===== src/logic/mcu_exec_params.svh =====
// constants for the instruction subset executor: codes, field positions,
// register offsets, reset values and watchdog timing.
// assumes a 100 MHz core clock and a synchronous program memory.
//
// Behaviour
// - clear-working-register loads zero into the working register and sets the zero flag in one cycle.
// - complement inverts every bit of the file register picked by the seven-bit field and updates the zero flag.
// - a destination bit of 0 sends the result to the working register, 1 back to the file register.
// - clear-watchdog zeroes the watchdog counter and prescaler and sets the time-out and power-down flags to 1.
// - decrement subtracts one from the file register, places it by the destination bit and touches only the zero flag.
// - return-from-interrupt pops the stack top into the program counter and sets global interrupt enable, no flags change.
// - return-from-interrupt is decoded from its fixed fourteen-bit code and takes two instruction cycles.
// - return-with-literal loads the eight-bit literal into the working register and pops the stack top into the program counter in two cycles, ignoring the two x bits.
// - subroutine return pops the stack top into the program counter in two cycles, leaving working register and flags alone.
// - an accepted interrupt clears global interrupt enable, pushes the return address and jumps to the interrupt vector.
`ifndef MCU_EXEC_PARAMS_SVH
`define MCU_EXEC_PARAMS_SVH

// fixed instruction codes and opcode prefixes
`define CLEAR_WORK_CODE    14'h0103
`define CLEAR_WDOG_CODE    14'h0064
`define RETURN_IRQ_CODE    14'h0009
`define RETURN_SUB_CODE    14'h0008
`define COMPLEMENT_PREFIX  6'h09
`define DECREMENT_PREFIX   6'h03
`define RET_LITERAL_PREFIX 4'hd

// instruction fields
`define DEST_BIT           7
`define FILE_ADDR_MSB      6

// program counter and vectors
`define PC_WIDTH           13
`define RESET_VECTOR       13'h0000
`define IRQ_VECTOR         13'h0004
`define STACK_DEPTH        8
`define STACK_PTR_WIDTH    3

// file register map inside the core
`define FILE_STATUS_ADDR   7'h03
`define FILE_IRQ_CTL_ADDR  7'h0b
`define STATUS_Z_BIT       2
`define STATUS_PD_BIT      3
`define STATUS_TO_BIT      4
`define IRQ_CTL_ENABLE_BIT 7

// apb register offsets (byte addresses)
`define REG_CTRL_OFS       12'h000
`define REG_WORK_OFS       12'h004
`define REG_STATUS_OFS     12'h008
`define REG_PC_OFS         12'h00c
`define REG_WDOG_OFS       12'h010
`define CTRL_RUN_BIT       0
`define CTRL_WDOG_EN_BIT   1
`define CTRL_RESET_VALUE   2'h0

// watchdog: prescaler and counter widths, prescaler tick at clk rate
`define WDOG_PRESCALE_BITS 8
`define WDOG_COUNT_BITS    8

`endif


===== src/logic/mcu_exec_pkg.sv =====
// types for the instruction subset executor.
// assumes the constants header is compiled alongside.
package mcu_exec_pkg;

  // one-hot decode classes of the fetched instruction
  typedef enum logic [7:0] {
    op_nop                 = 8'h01,
    clear_work_reg_op      = 8'h02,
    complement_file_op     = 8'h04,
    decrement_file_op      = 8'h08,
    clear_watchdog_op      = 8'h10,
    return_from_irq_op     = 8'h20,
    return_with_literal_op = 8'h40,
    return_sub_op          = 8'h80
  } op_t;

endpackage


===== src/logic/mcu_exec_core.sv =====
// executes a subset of the 14-bit instruction set: clear working register,
// complement and decrement of a file register, clear watchdog and the three
// stack returns, plus interrupt entry. registers reached over apb.
// assumes a synchronous program memory: instr_data shows the word at the
// fetch_addr of the previous edge; irq_pin comes from outside the clock domain.
`include "mcu_exec_params.svh"

module mcu_exec_core
  import mcu_exec_pkg::*;
(
  input  wire logic                 clk,
  input  wire logic                 rst_n,
  output logic [`PC_WIDTH-1:0]      fetch_addr,
  input  wire logic [13:0]          instr_data,
  input  wire logic                 irq_pin,
  output logic                      global_irq_enable,
  output logic                      wdog_timeout,
  input  wire logic                 psel,
  input  wire logic                 penable,
  input  wire logic                 pwrite,
  input  wire logic [11:0]          paddr,
  input  wire logic [31:0]          pwdata,
  output logic [31:0]               prdata,
  output logic                      pready,
  output logic                      pslverr
);

  ////////////////////////////////////////////////////////////////////////////
  // decode

  // instruction class from the fetched word; x bits of the literal return ignored
  function automatic op_t decode_op(input logic [13:0] word);
    op_t cls;
    cls = op_nop;
    if (word == `CLEAR_WORK_CODE) cls = clear_work_reg_op;
    else if (word == `CLEAR_WDOG_CODE) cls = clear_watchdog_op;
    else if (word == `RETURN_IRQ_CODE) cls = return_from_irq_op;
    else if (word == `RETURN_SUB_CODE) cls = return_sub_op;
    else if (word[13:8] == `COMPLEMENT_PREFIX) cls = complement_file_op;
    else if (word[13:8] == `DECREMENT_PREFIX) cls = decrement_file_op;
    else if (word[13:10] == `RET_LITERAL_PREFIX) cls = return_with_literal_op;
    return cls;
  endfunction

  // apb offset match, used for reads and writes alike
  function automatic logic offset_hit(input logic [11:0] a, input logic [11:0] ofs);
    return a == ofs;
  endfunction

  ////////////////////////////////////////////////////////////////////////////
  // state

  logic [`PC_WIDTH-1:0]            fetch_addr_reg;
  logic [`PC_WIDTH-1:0]            fetch_addr_next;
  logic [`PC_WIDTH-1:0]            exec_pc_reg;
  logic                            flush_reg;
  logic [7:0]                      work_reg;
  logic [7:0]                      work_next;
  logic                            zero_flag_reg;
  logic                            zero_flag_next;
  logic                            timeout_flag_n;
  logic                            powerdown_flag_n;
  logic                            irq_enable_reg;
  logic                            irq_enable_next;
  logic [6:0]                      irq_ctl_low_reg;
  logic [7:0]                      file_mem [128];
  logic [`WDOG_PRESCALE_BITS-1:0]  prescale_reg;
  logic [`WDOG_COUNT_BITS-1:0]     watchdog_counter;
  logic                            wdog_timeout_reg;
  logic [1:0]                      ctrl_reg;
  logic                            irq_meta_reg;
  logic                            irq_sync_reg;

  // two-flop synchroniser for the external interrupt request
  always_ff @(posedge clk) begin
    if (!rst_n) begin
      irq_meta_reg <= 1'b0;
      irq_sync_reg <= 1'b0;
    end else begin
      irq_meta_reg <= irq_pin;
      irq_sync_reg <= irq_meta_reg;
    end
  end

  ////////////////////////////////////////////////////////////////////////////
  // execute

  op_t                  op;
  logic                 running;
  logic                 exec_live;
  logic                 irq_take;
  logic [6:0]           file_addr;
  logic                 dest_file;
  logic [7:0]           file_rd;
  logic [7:0]           alu_result;
  logic                 alu_op;
  logic                 file_wr;
  logic                 is_return;
  logic                 stack_push;
  logic                 stack_pop;
  logic [`PC_WIDTH-1:0] stack_top;
  logic                 wdog_clear;
  logic                 prescale_wrap;
  logic                 count_wrap;

  assign running   = ctrl_reg[`CTRL_RUN_BIT];
  // a flushed slot holds a discarded prefetch and runs as a no-operation
  assign exec_live = running && !flush_reg;
  assign op        = exec_live ? decode_op(instr_data) : op_nop;
  // interrupt preempts the instruction in execute; it reruns after return
  assign irq_take  = exec_live && irq_enable_reg && irq_sync_reg;
  assign file_addr = instr_data[`FILE_ADDR_MSB:0];
  assign dest_file = instr_data[`DEST_BIT];

  // file read: status and interrupt control are mapped, the rest is ram
  assign file_rd = (file_addr == `FILE_STATUS_ADDR) ?
                   {3'h0, timeout_flag_n, powerdown_flag_n, zero_flag_reg, 2'h0} :
                   (file_addr == `FILE_IRQ_CTL_ADDR) ? {irq_enable_reg, irq_ctl_low_reg} :
                   file_mem[file_addr];

  // alu: complement or decrement
  assign alu_result = (op == complement_file_op) ? ~file_rd
                                                 : file_rd - 8'h01;
  assign alu_op     = !irq_take &&
                      (op == complement_file_op || op == decrement_file_op);
  assign file_wr    = alu_op && dest_file;

  assign is_return  = !irq_take && (op == return_from_irq_op ||
                      op == return_with_literal_op || op == return_sub_op);
  assign stack_push = irq_take;
  assign stack_pop  = is_return;
  assign wdog_clear = !irq_take && op == clear_watchdog_op;

  // next working register, zero flag and interrupt enable
  always_comb begin
    work_next      = work_reg;
    zero_flag_next = zero_flag_reg;
    irq_enable_next = irq_enable_reg;
    if (irq_take) begin
      irq_enable_next = 1'b0;
    end else begin
      unique case (op)
        clear_work_reg_op: begin
          work_next      = 8'h00;
          zero_flag_next = 1'b1;
        end
        complement_file_op, decrement_file_op: begin
          if (!dest_file) begin
            work_next = alu_result;
          end
          zero_flag_next = (alu_result == 8'h00);
        end
        return_from_irq_op: begin
          irq_enable_next = 1'b1;
        end
        return_with_literal_op: begin
          work_next = instr_data[7:0];
        end
        clear_watchdog_op, return_sub_op, op_nop: begin
          work_next = work_reg;
        end
      endcase
      // a file write into interrupt control moves the enable bit as well
      if (file_wr && file_addr == `FILE_IRQ_CTL_ADDR) begin
        irq_enable_next = alu_result[`IRQ_CTL_ENABLE_BIT];
      end
    end
  end

  // fetch address: jumps load a target and force a flushed slot
  assign fetch_addr_next = !running  ? exec_pc_reg :
                           irq_take  ? `IRQ_VECTOR :
                           is_return ? stack_top :
                           fetch_addr_reg + 13'h0001;

  // pipeline: halting parks fetch on the unexecuted word and refetches it
  always_ff @(posedge clk) begin
    if (!rst_n) begin
      fetch_addr_reg <= `RESET_VECTOR;
      exec_pc_reg    <= `RESET_VECTOR;
      flush_reg      <= 1'b1;
    end else begin
      fetch_addr_reg <= fetch_addr_next;
      if (running) begin
        exec_pc_reg <= fetch_addr_reg;
      end
      flush_reg <= !running || irq_take || is_return;
    end
  end

  // architectural registers
  always_ff @(posedge clk) begin
    if (!rst_n) begin
      work_reg        <= 8'h00;
      zero_flag_reg   <= 1'b0;
      irq_enable_reg  <= 1'b0;
      irq_ctl_low_reg <= 7'h00;
    end else begin
      work_reg      <= work_next;
      zero_flag_reg <= zero_flag_next;
      irq_enable_reg <= irq_enable_next;
      if (file_wr && file_addr == `FILE_IRQ_CTL_ADDR) begin
        irq_ctl_low_reg <= alu_result[6:0];
      end
    end
  end

  // general purpose file ram; status writes only change the zero flag
  always_ff @(posedge clk) begin
    if (file_wr && file_addr != `FILE_STATUS_ADDR &&
        file_addr != `FILE_IRQ_CTL_ADDR) begin
      file_mem[file_addr] <= alu_result;
    end
  end

  return_stack u_stack (
    .clk       (clk),
    .rst_n     (rst_n),
    .push      (stack_push),
    .pop       (stack_pop),
    .push_data (exec_pc_reg),
    .stack_top (stack_top)
  );

  ////////////////////////////////////////////////////////////////////////////
  // watchdog

  // prescaler ticks every clock while enabled; counter advances on its wrap
  assign prescale_wrap = ctrl_reg[`CTRL_WDOG_EN_BIT] && (&prescale_reg);
  assign count_wrap    = prescale_wrap && (&watchdog_counter);

  always_ff @(posedge clk) begin
    if (!rst_n) begin
      prescale_reg     <= '0;
      watchdog_counter <= '0;
      timeout_flag_n   <= 1'b1;
      powerdown_flag_n <= 1'b1;
      wdog_timeout_reg <= 1'b0;
    end else if (wdog_clear) begin
      prescale_reg     <= '0;
      watchdog_counter <= '0;
      timeout_flag_n   <= 1'b1;
      powerdown_flag_n <= 1'b1;
      wdog_timeout_reg <= 1'b0;
    end else begin
      if (ctrl_reg[`CTRL_WDOG_EN_BIT]) begin
        prescale_reg <= prescale_reg + 8'h01;
      end
      if (prescale_wrap) begin
        watchdog_counter <= watchdog_counter + 8'h01;
      end
      // time-out is sticky until cleared by the clear-watchdog instruction
      if (count_wrap) begin
        timeout_flag_n <= 1'b0;
      end
      wdog_timeout_reg <= count_wrap;
    end
  end

  ////////////////////////////////////////////////////////////////////////////
  // apb slave

  logic        acc;
  logic        hit_ctrl;
  logic        hit_work;
  logic        hit_status;
  logic        hit_pc;
  logic        hit_wdog;
  logic        mapped;
  logic [31:0] rd_mux;
  logic        pready_reg;
  logic        pslverr_reg;
  logic [31:0] prdata_reg;

  // answer one cycle into the access phase; the ready flop gates repeats
  assign acc        = psel && penable && !pready_reg;
  assign hit_ctrl   = offset_hit(paddr, `REG_CTRL_OFS);
  assign hit_work   = offset_hit(paddr, `REG_WORK_OFS);
  assign hit_status = offset_hit(paddr, `REG_STATUS_OFS);
  assign hit_pc     = offset_hit(paddr, `REG_PC_OFS);
  assign hit_wdog   = offset_hit(paddr, `REG_WDOG_OFS);
  assign mapped     = hit_ctrl || hit_work || hit_status || hit_pc || hit_wdog;
  assign rd_mux     = hit_ctrl   ? {30'h0, ctrl_reg} :
                      hit_work   ? {24'h0, work_reg} :
                      hit_status ? {28'h0, irq_enable_reg, timeout_flag_n,
                                    powerdown_flag_n, zero_flag_reg} :
                      hit_pc     ? {19'h0, exec_pc_reg} :
                      hit_wdog   ? {24'h0, watchdog_counter} : 32'h0;

  always_ff @(posedge clk) begin
    if (!rst_n) begin
      pready_reg  <= 1'b0;
      pslverr_reg <= 1'b0;
      prdata_reg  <= 32'h0;
      ctrl_reg    <= `CTRL_RESET_VALUE;
    end else begin
      pready_reg  <= acc;
      pslverr_reg <= acc && !mapped;
      prdata_reg  <= (acc && !pwrite) ? rd_mux : 32'h0;
      if (acc && pwrite && hit_ctrl) begin
        ctrl_reg <= pwdata[1:0];
      end
    end
  end

  // outputs straight from flops
  assign fetch_addr        = fetch_addr_reg;
  assign global_irq_enable = irq_enable_reg;
  assign wdog_timeout      = wdog_timeout_reg;
  assign prdata            = prdata_reg;
  assign pready            = pready_reg;
  assign pslverr           = pslverr_reg;

endmodule


===== src/logic/return_stack.sv =====
// hardware return-address stack, eight levels of program counter.
// assumes push and pop are never asserted together; overflow wraps silently.
`include "mcu_exec_params.svh"

module return_stack (
  input  wire logic                    clk,
  input  wire logic                    rst_n,
  input  wire logic                    push,
  input  wire logic                    pop,
  input  wire logic [`PC_WIDTH-1:0]    push_data,
  output logic      [`PC_WIDTH-1:0]    stack_top
);

  logic [`PC_WIDTH-1:0]        slot_reg [`STACK_DEPTH];
  logic [`STACK_PTR_WIDTH-1:0] ptr_reg;
  logic [`STACK_PTR_WIDTH-1:0] ptr_next;
  logic [`STACK_PTR_WIDTH-1:0] top_idx;

  // pointer names the next free slot; the top sits one below it
  assign top_idx   = ptr_reg - 3'h1;
  assign stack_top = slot_reg[top_idx];
  assign ptr_next  = push ? ptr_reg + 3'h1 : (pop ? top_idx : ptr_reg);

  // pointer update
  always_ff @(posedge clk) begin
    if (!rst_n) begin
      ptr_reg <= 3'h0;
    end else begin
      ptr_reg <= ptr_next;
    end
  end

  // slot storage, no reset needed since the pointer guards reads
  always_ff @(posedge clk) begin
    if (push) begin
      slot_reg[ptr_reg] <= push_data;
    end
  end

endmodule


===== config.mk =====
export PLATFORM = sky130hd
export DESIGN_NAME = mcu_exec_core
export DESIGN_NICKNAME = d
export VERILOG_FILES = /design/src/logic/mcu_exec_pkg.sv /design/src/logic/mcu_exec_core.sv /design/src/logic/return_stack.sv
export VERILOG_INCLUDE_DIRS = /design/src /design/src/logic
export SDC_FILE = /design/constraint.sdc
export NUM_CORES = 1
export LEC_CHECK = 0
export BUFFER_PORTS_ARGS = -buffer_cell sky130_fd_sc_hd__clkbuf_2
export CAP_MARGIN = 20
export CORE_ASPECT_RATIO = 0.5
export CORE_MARGIN = 5
export CORE_UTILIZATION = 50
export CTS_BUF_LIST = sky130_fd_sc_hd__clkbuf_2 sky130_fd_sc_hd__clkbuf_4 sky130_fd_sc_hd__clkbuf_8
export DETAILED_ROUTE_END_ITERATION = 10
export GPL_ROUTABILITY_DRIVEN = 1
export GPL_TIMING_DRIVEN = 0
export PLACE_DENSITY = 0.66
export SLEW_MARGIN = 30
export SYNTH_ARGS = -nofsm -noshare
export SYNTH_HDL_FRONTEND = slang
export SYNTH_SLANG_ARGS = --single-unit

===== constraint.sdc =====
create_clock -name clk -period 19.11 [get_ports clk]
set_clock_uncertainty 0.1 [all_clocks]
set_input_delay 1.911 -clock clk [delete_from_list [all_inputs] [get_ports clk]]
set_output_delay 1.911 -clock clk [all_outputs]
set_load 0.01 [all_outputs]

# Yosys cells after proc, flatten, opt, wreduce, memory -nomap -nowiden
# Memories as Yosys holds them, arrays and structs flattened.
# Cells that the tools add are included.
# totals
in_bits	64
out_inout_bits	49
reg_bits	103
mem_count	2
elab_cells	136
ram_bits	1128
# op_classes
eq_ne	23
addsub	6
n_reduce_logical	50
bitwise	4
mux	30
# memory_table
name	depth	word_bits	rd	rd_clocked_by_memory_dff	wr	line_no	source
file_mem	128	8	1	0	1	mcu_exec_core.sv:66	logic [7:0] file_mem [128];
u_stack.slot_reg	8	13	1	0	1	return_stack.sv:14	logic [`PC_WIDTH-1:0] slot_reg [`STACK_DEPTH];
# ops
cell	n
two-way mux 8 bit	12
two-way mux 13 bit	4
equality test 14 x 4 -> 1 bit, second input constant	2
equality test 12 x 4 -> 1 bit, second input constant	2
one-hot mux 8 bit (3 select lines)	1
two-way mux 7 bit	3
logical AND 1 bit	18
adder 8 x 1 -> 8 bit, second input constant	2
AND reduction 8 bit	2
equality test 14 x 7 -> 1 bit, second input constant	1
equality test 14 x 9 -> 1 bit, second input constant	1
adder 13 x 1 -> 13 bit, second input constant	1
equality test 12 x 3 -> 1 bit, second input constant	1
equality test 12 x 5 -> 1 bit, second input constant	1
logical NOT 12 bit	1
logical OR 1 bit	9
equality test 8 x 2 -> 1 bit, second input constant	1
equality test 8 x 3 -> 1 bit, second input constant	1
equality test 8 x 4 -> 1 bit, second input constant	1
equality test 8 x 5 -> 1 bit, second input constant	1
equality test 8 x 6 -> 1 bit, second input constant	1
equality test 8 x 7 -> 1 bit, second input constant	1
equality test 8 bit, second input constant	1
logical NOT 8 bit	1
26 further kinds	44

# Depth between registers and ports, before layout
# depth
ltp_word	17
ltp_mapped	20
mapped_depth_nobuf	15

# Hierarchy
# Synthesis repeated with hierarchy kept, for this count alone.
# unflattened
hier_cells	2850
hier_area_um2	48537.8
# by_module_without_submodules
mod	area_each_um2	instances	seq_area_each_um2	cells_each
mcu_exec_core	44188.6	1	32371.0	2578
return_stack	4349.2	1	3183.1	272

# Least setup slack after synthesis
# No wires, ideal clock.
# synth_timing
path_kind	input -> register
startpoint	in instr_data[0]
endpoint	mem file_mem[0][6], data pin
t_required_ns	18.059
slack_ns	10.156
path_buffers	3
arrival_ns	7.903
cell_stages	14
setup_time_ns	0.951
path_cell_list	buf_6 buf_12 buf_4 mux4_2 mux2_2 o22ai_1 nor4_1 nor4_1 a21oi_1 inv_1 ha_1 nor2b_1 a31oi_1 xnor2_1
# synth_between
elab_chain_cells	8
elab_cells_between_ends	18
cone_classes	add/sub: 1; eq/ne: 7; mux: 8; bitwise: 1; memory: 1
# synth_lines
element	line_no	source
from (decl)	mcu_exec_core.sv:14	input wire logic [13:0] instr_data,
parallel branches: the longest is 7 deep, another holds memory read (128 x 8 bit)	-	
two-way mux 8 bit (*)	mcu_exec_core.sv:122	assign alu_result = (op == complement_file_op) ? ~file_rd
named net alu_result[6]	mcu_exec_core.sv:95	logic [7:0] alu_result;
to (decl)	mcu_exec_core.sv:66	
# Mark *: on every way through the listed nets, which the timed path passes.

# Final worst setup path
# layout_timing
startpoint	in instr_data[2]
endpoint	mem file_mem[46][7], data pin
# The elaborated chain is that of the path after synthesis.

==> flow_metrics.py <==
metrics = {
    "clock_tree": {
        "cts_tree": "built",
        "ctsResizeCount": 0,
        "cts_buffers": 170,
        "postCtsHoldBufs": 0,
        "cts_root_buf": "clkbuf_8",
        "clk_latency_ns": 0.89,
        "cts_max_level": 4,
        "clockBufferDepth": 3,
        "clock_sinks": 1212,
        "cts_setup_buffers": 0,
        "clkTransAtPathRegs_ns": 0.06,
    },
    "worst_setup_path": {
        "crit_type": "input pin to flip-flop",
        "arrival_ns": 8.12,
        "cp-end-kind": "flip-flop",
        "startpoint_type": "input pin",
        "max_stage_delay_ns": 0.92,
        "cp_slowest_cell": "o21ai_0",
        "crit_cells": 16,
        "cp_cell_sequence": "clkbuf_2 > buf_6 > buf_2 > buf_2 > clkbuf_1 > clkbuf_1 > o2111ai_1 > o21ai_0 > a21oi_1 > nor3_1 > nor2_1 > xnor2_2 > buf_4 > buf_8 > buf_6 > buf_8",
        "ff2ff_path_depth": 15,
        "path_max_fanout": 17,
        "path_buf_inv": 10,
        "path_delay_family": "buffers and inverters",
        "worstPathRequired_ns": 19.71,
    },
    "final_layout": {
        "largest_reg_flops": 1024,
        "mostFrequentLayoutCells": "1128 x edfxtp_1, 270 x mux2i_1, 184 x nor2_1",
        "regArea_um2": 35550,
        "nFillCells": 7327,
        "fin_area_um2": 54880,
        "multi_input_area_um2": 12000,
        "nets": 3132,
        "final_common_cell": "edfxtp_1",
        "areaGrowthSynthToFinish_pct": 12.93,
        "drive_above_1_share": 0.2306,
    },
    "global_route": {
        "grt_max_degree": 75,
        "grt_antenna_before_repair": 4,
        "track_usage": 0.3070,
        "grt_pass1_wl_mm": 220.1,
        "grt_pass1_vias": 27980,
        "grt.overflow.total": 0,
    },
    "floorplanning": {
        "coreArea_um2": 95890,
        "initial_core_util": 0.5068,
        "std_cell_rows": 80,
        "die_area_um2": 103900,
        "ioPinCount": 113,
        "die_y_um": 230.4,
        "dieWidth_um": 450.9,
    },
    "outcome": {
        "status": "completed",
    },
    "place": {
        "hpwlAfterDp_mm": 106.6,
        "place.gp.congestion": 1.027,
        "port_buffers": 59,
        "place_area_um2": 51570,
        "dp_slack_ns": 10.98,
    },
    "logic_synthesis": {
        "ys_seq_elements": 1212,
        "synth_edf_count": 1128,
        "avgSynthCellArea_um2": 17.80,
        "synth_top_cell_area_share": 0.6970,
        "async_flop_share": 0,
        "synth_top_area_cell": "edfxtp_1",
        "yosysSeqAreaShare": 0.7316,
        "ys_warn_count": 0,
        "synth-main-ff-cell": "edfxtp_1",
        "synthCells": 2730,
        "netlist_top_cells_area": "edfxtp_1 70%, mux4_2 7.1%, mux2i_1 5.6%, dfxtp_1 3.5%, a22oi_1 2.1%",
        "synth.distinct_cells": 73,
        "synth_area_um2": 48600,
    },
    "timing": {
        "slew_headroom": 0.1929,
        "fin_setup_tns_ns": 0,
        "fin_crit_ns": 7.524,
        "timing.final.crit_share": 0.3937,
        "worst_slew_pin_slew_ns": 1.195,
        "finalSetupViolCount": 0,
        "hold_viol_final": 0,
        "fmax_mhz": 132.9,
        "drv_slew": 0,
        "whs_ns": 0.3551,
        "rsz0062_at_grt": "no",
        "setup_ws_ns": 11.59,
    },
    "detailed_routing": {
        "vias_per_cell": 6.499,
        "postRouteAntennaNets": 0,
        "wire_per_inst_um": 35.84,
        "drt_pass1_iterations": 8,
        "wirelength_mm": 160.2,
        "vias": 29050,
        "drt_iter0_drc": 4518,
        "drc": 0,
    },
    "min_path": {
        "holdPathStages": 1,
        "hold_class": "flip-flop to flip-flop",
    },
    "power_and_ir_drop": {
        "ir_drop_mv": 0.05192,
        "p_leak_nw": 18.34,
        "p_total_mw": 5.609,
        "power_density_nw_per_um2": 102.2,
    },
    "job": {
        "maxCapViolCount": 0,
    },
}
-- synthesized netlist by cell type, drive strengths merged (19+ instances only) --
master	instances
a21oi	66
a22oi	134
and3	19
buf	104
clkbuf	73
dfxtp	84
edfxtp	1128
mux2	20
mux2i	271
mux4	168
nand2	95
nand3	84
nor2	204
nor3	21
o21ai	30
xor2	20
-- area by class of cell --
cell class              count  share of cell area
plain buffers             178             0.02417
flip-flops and latches   1212              0.6479
well taps                1271             0.02898
inverters                  15            0.001117
clock inverters            80            0.007843
diodes                      3           0.0001368
repair buffers            126             0.01963
clock buffers             226             0.05155
multi-input cells        1359              0.2187
-- per-layer routing --
layer	GRT usage	part of all wire
met3	0.1326	0.16
met5	0	0
met1	0.4322	0.39
met4	0.1295	0.044
met2	0.4178	0.41
-- cells by family (layout without fill, tap and decap cells) --
group / after synthesis / in the layout / synth area share
compound gates: 327 / 327 / 0.04699
xor+xnor: 33 / 33 / 0.005948
other cells: 1 / 38 / 0.00007717
fa+ha+maj: 6 / 6 / 0.001545
flops: 1212 / 1212 / 0.7316
mux: 459 / 459 / 0.1394
buf+inv: 193 / 625 / 0.02742
simple gates: 499 / 499 / 0.04699
-- report_power, final --
group          internal (mW)  switching, mW  leakage [nW]
clock                   1.00           1.01          1.71
combinational          0.159          0.399          5.78
sequential              3.04        0.00170          10.9
-- through the flow --
stage	utilization	instances
finish	0.5723	4470
global route	0.5723	4468
CTS	0.5718	4466
detailed placement	0.5378	4160
global placement	0.5278	4094
floorplan	-	2764
-- path summary, 6_finish.rpt --
kind                                       from               to  slack [ns]
worst max-delay path              instr_data[2]  file_mem[46][7]       11.59
worst min-delay path               irq_meta_reg     irq_sync_reg        0.36
worst max register to register  file_mem[42][0]  file_mem[95][6]       14.13
worst min register to register     irq_meta_reg     irq_sync_reg        0.36
(Power assumes the default switching activity.)
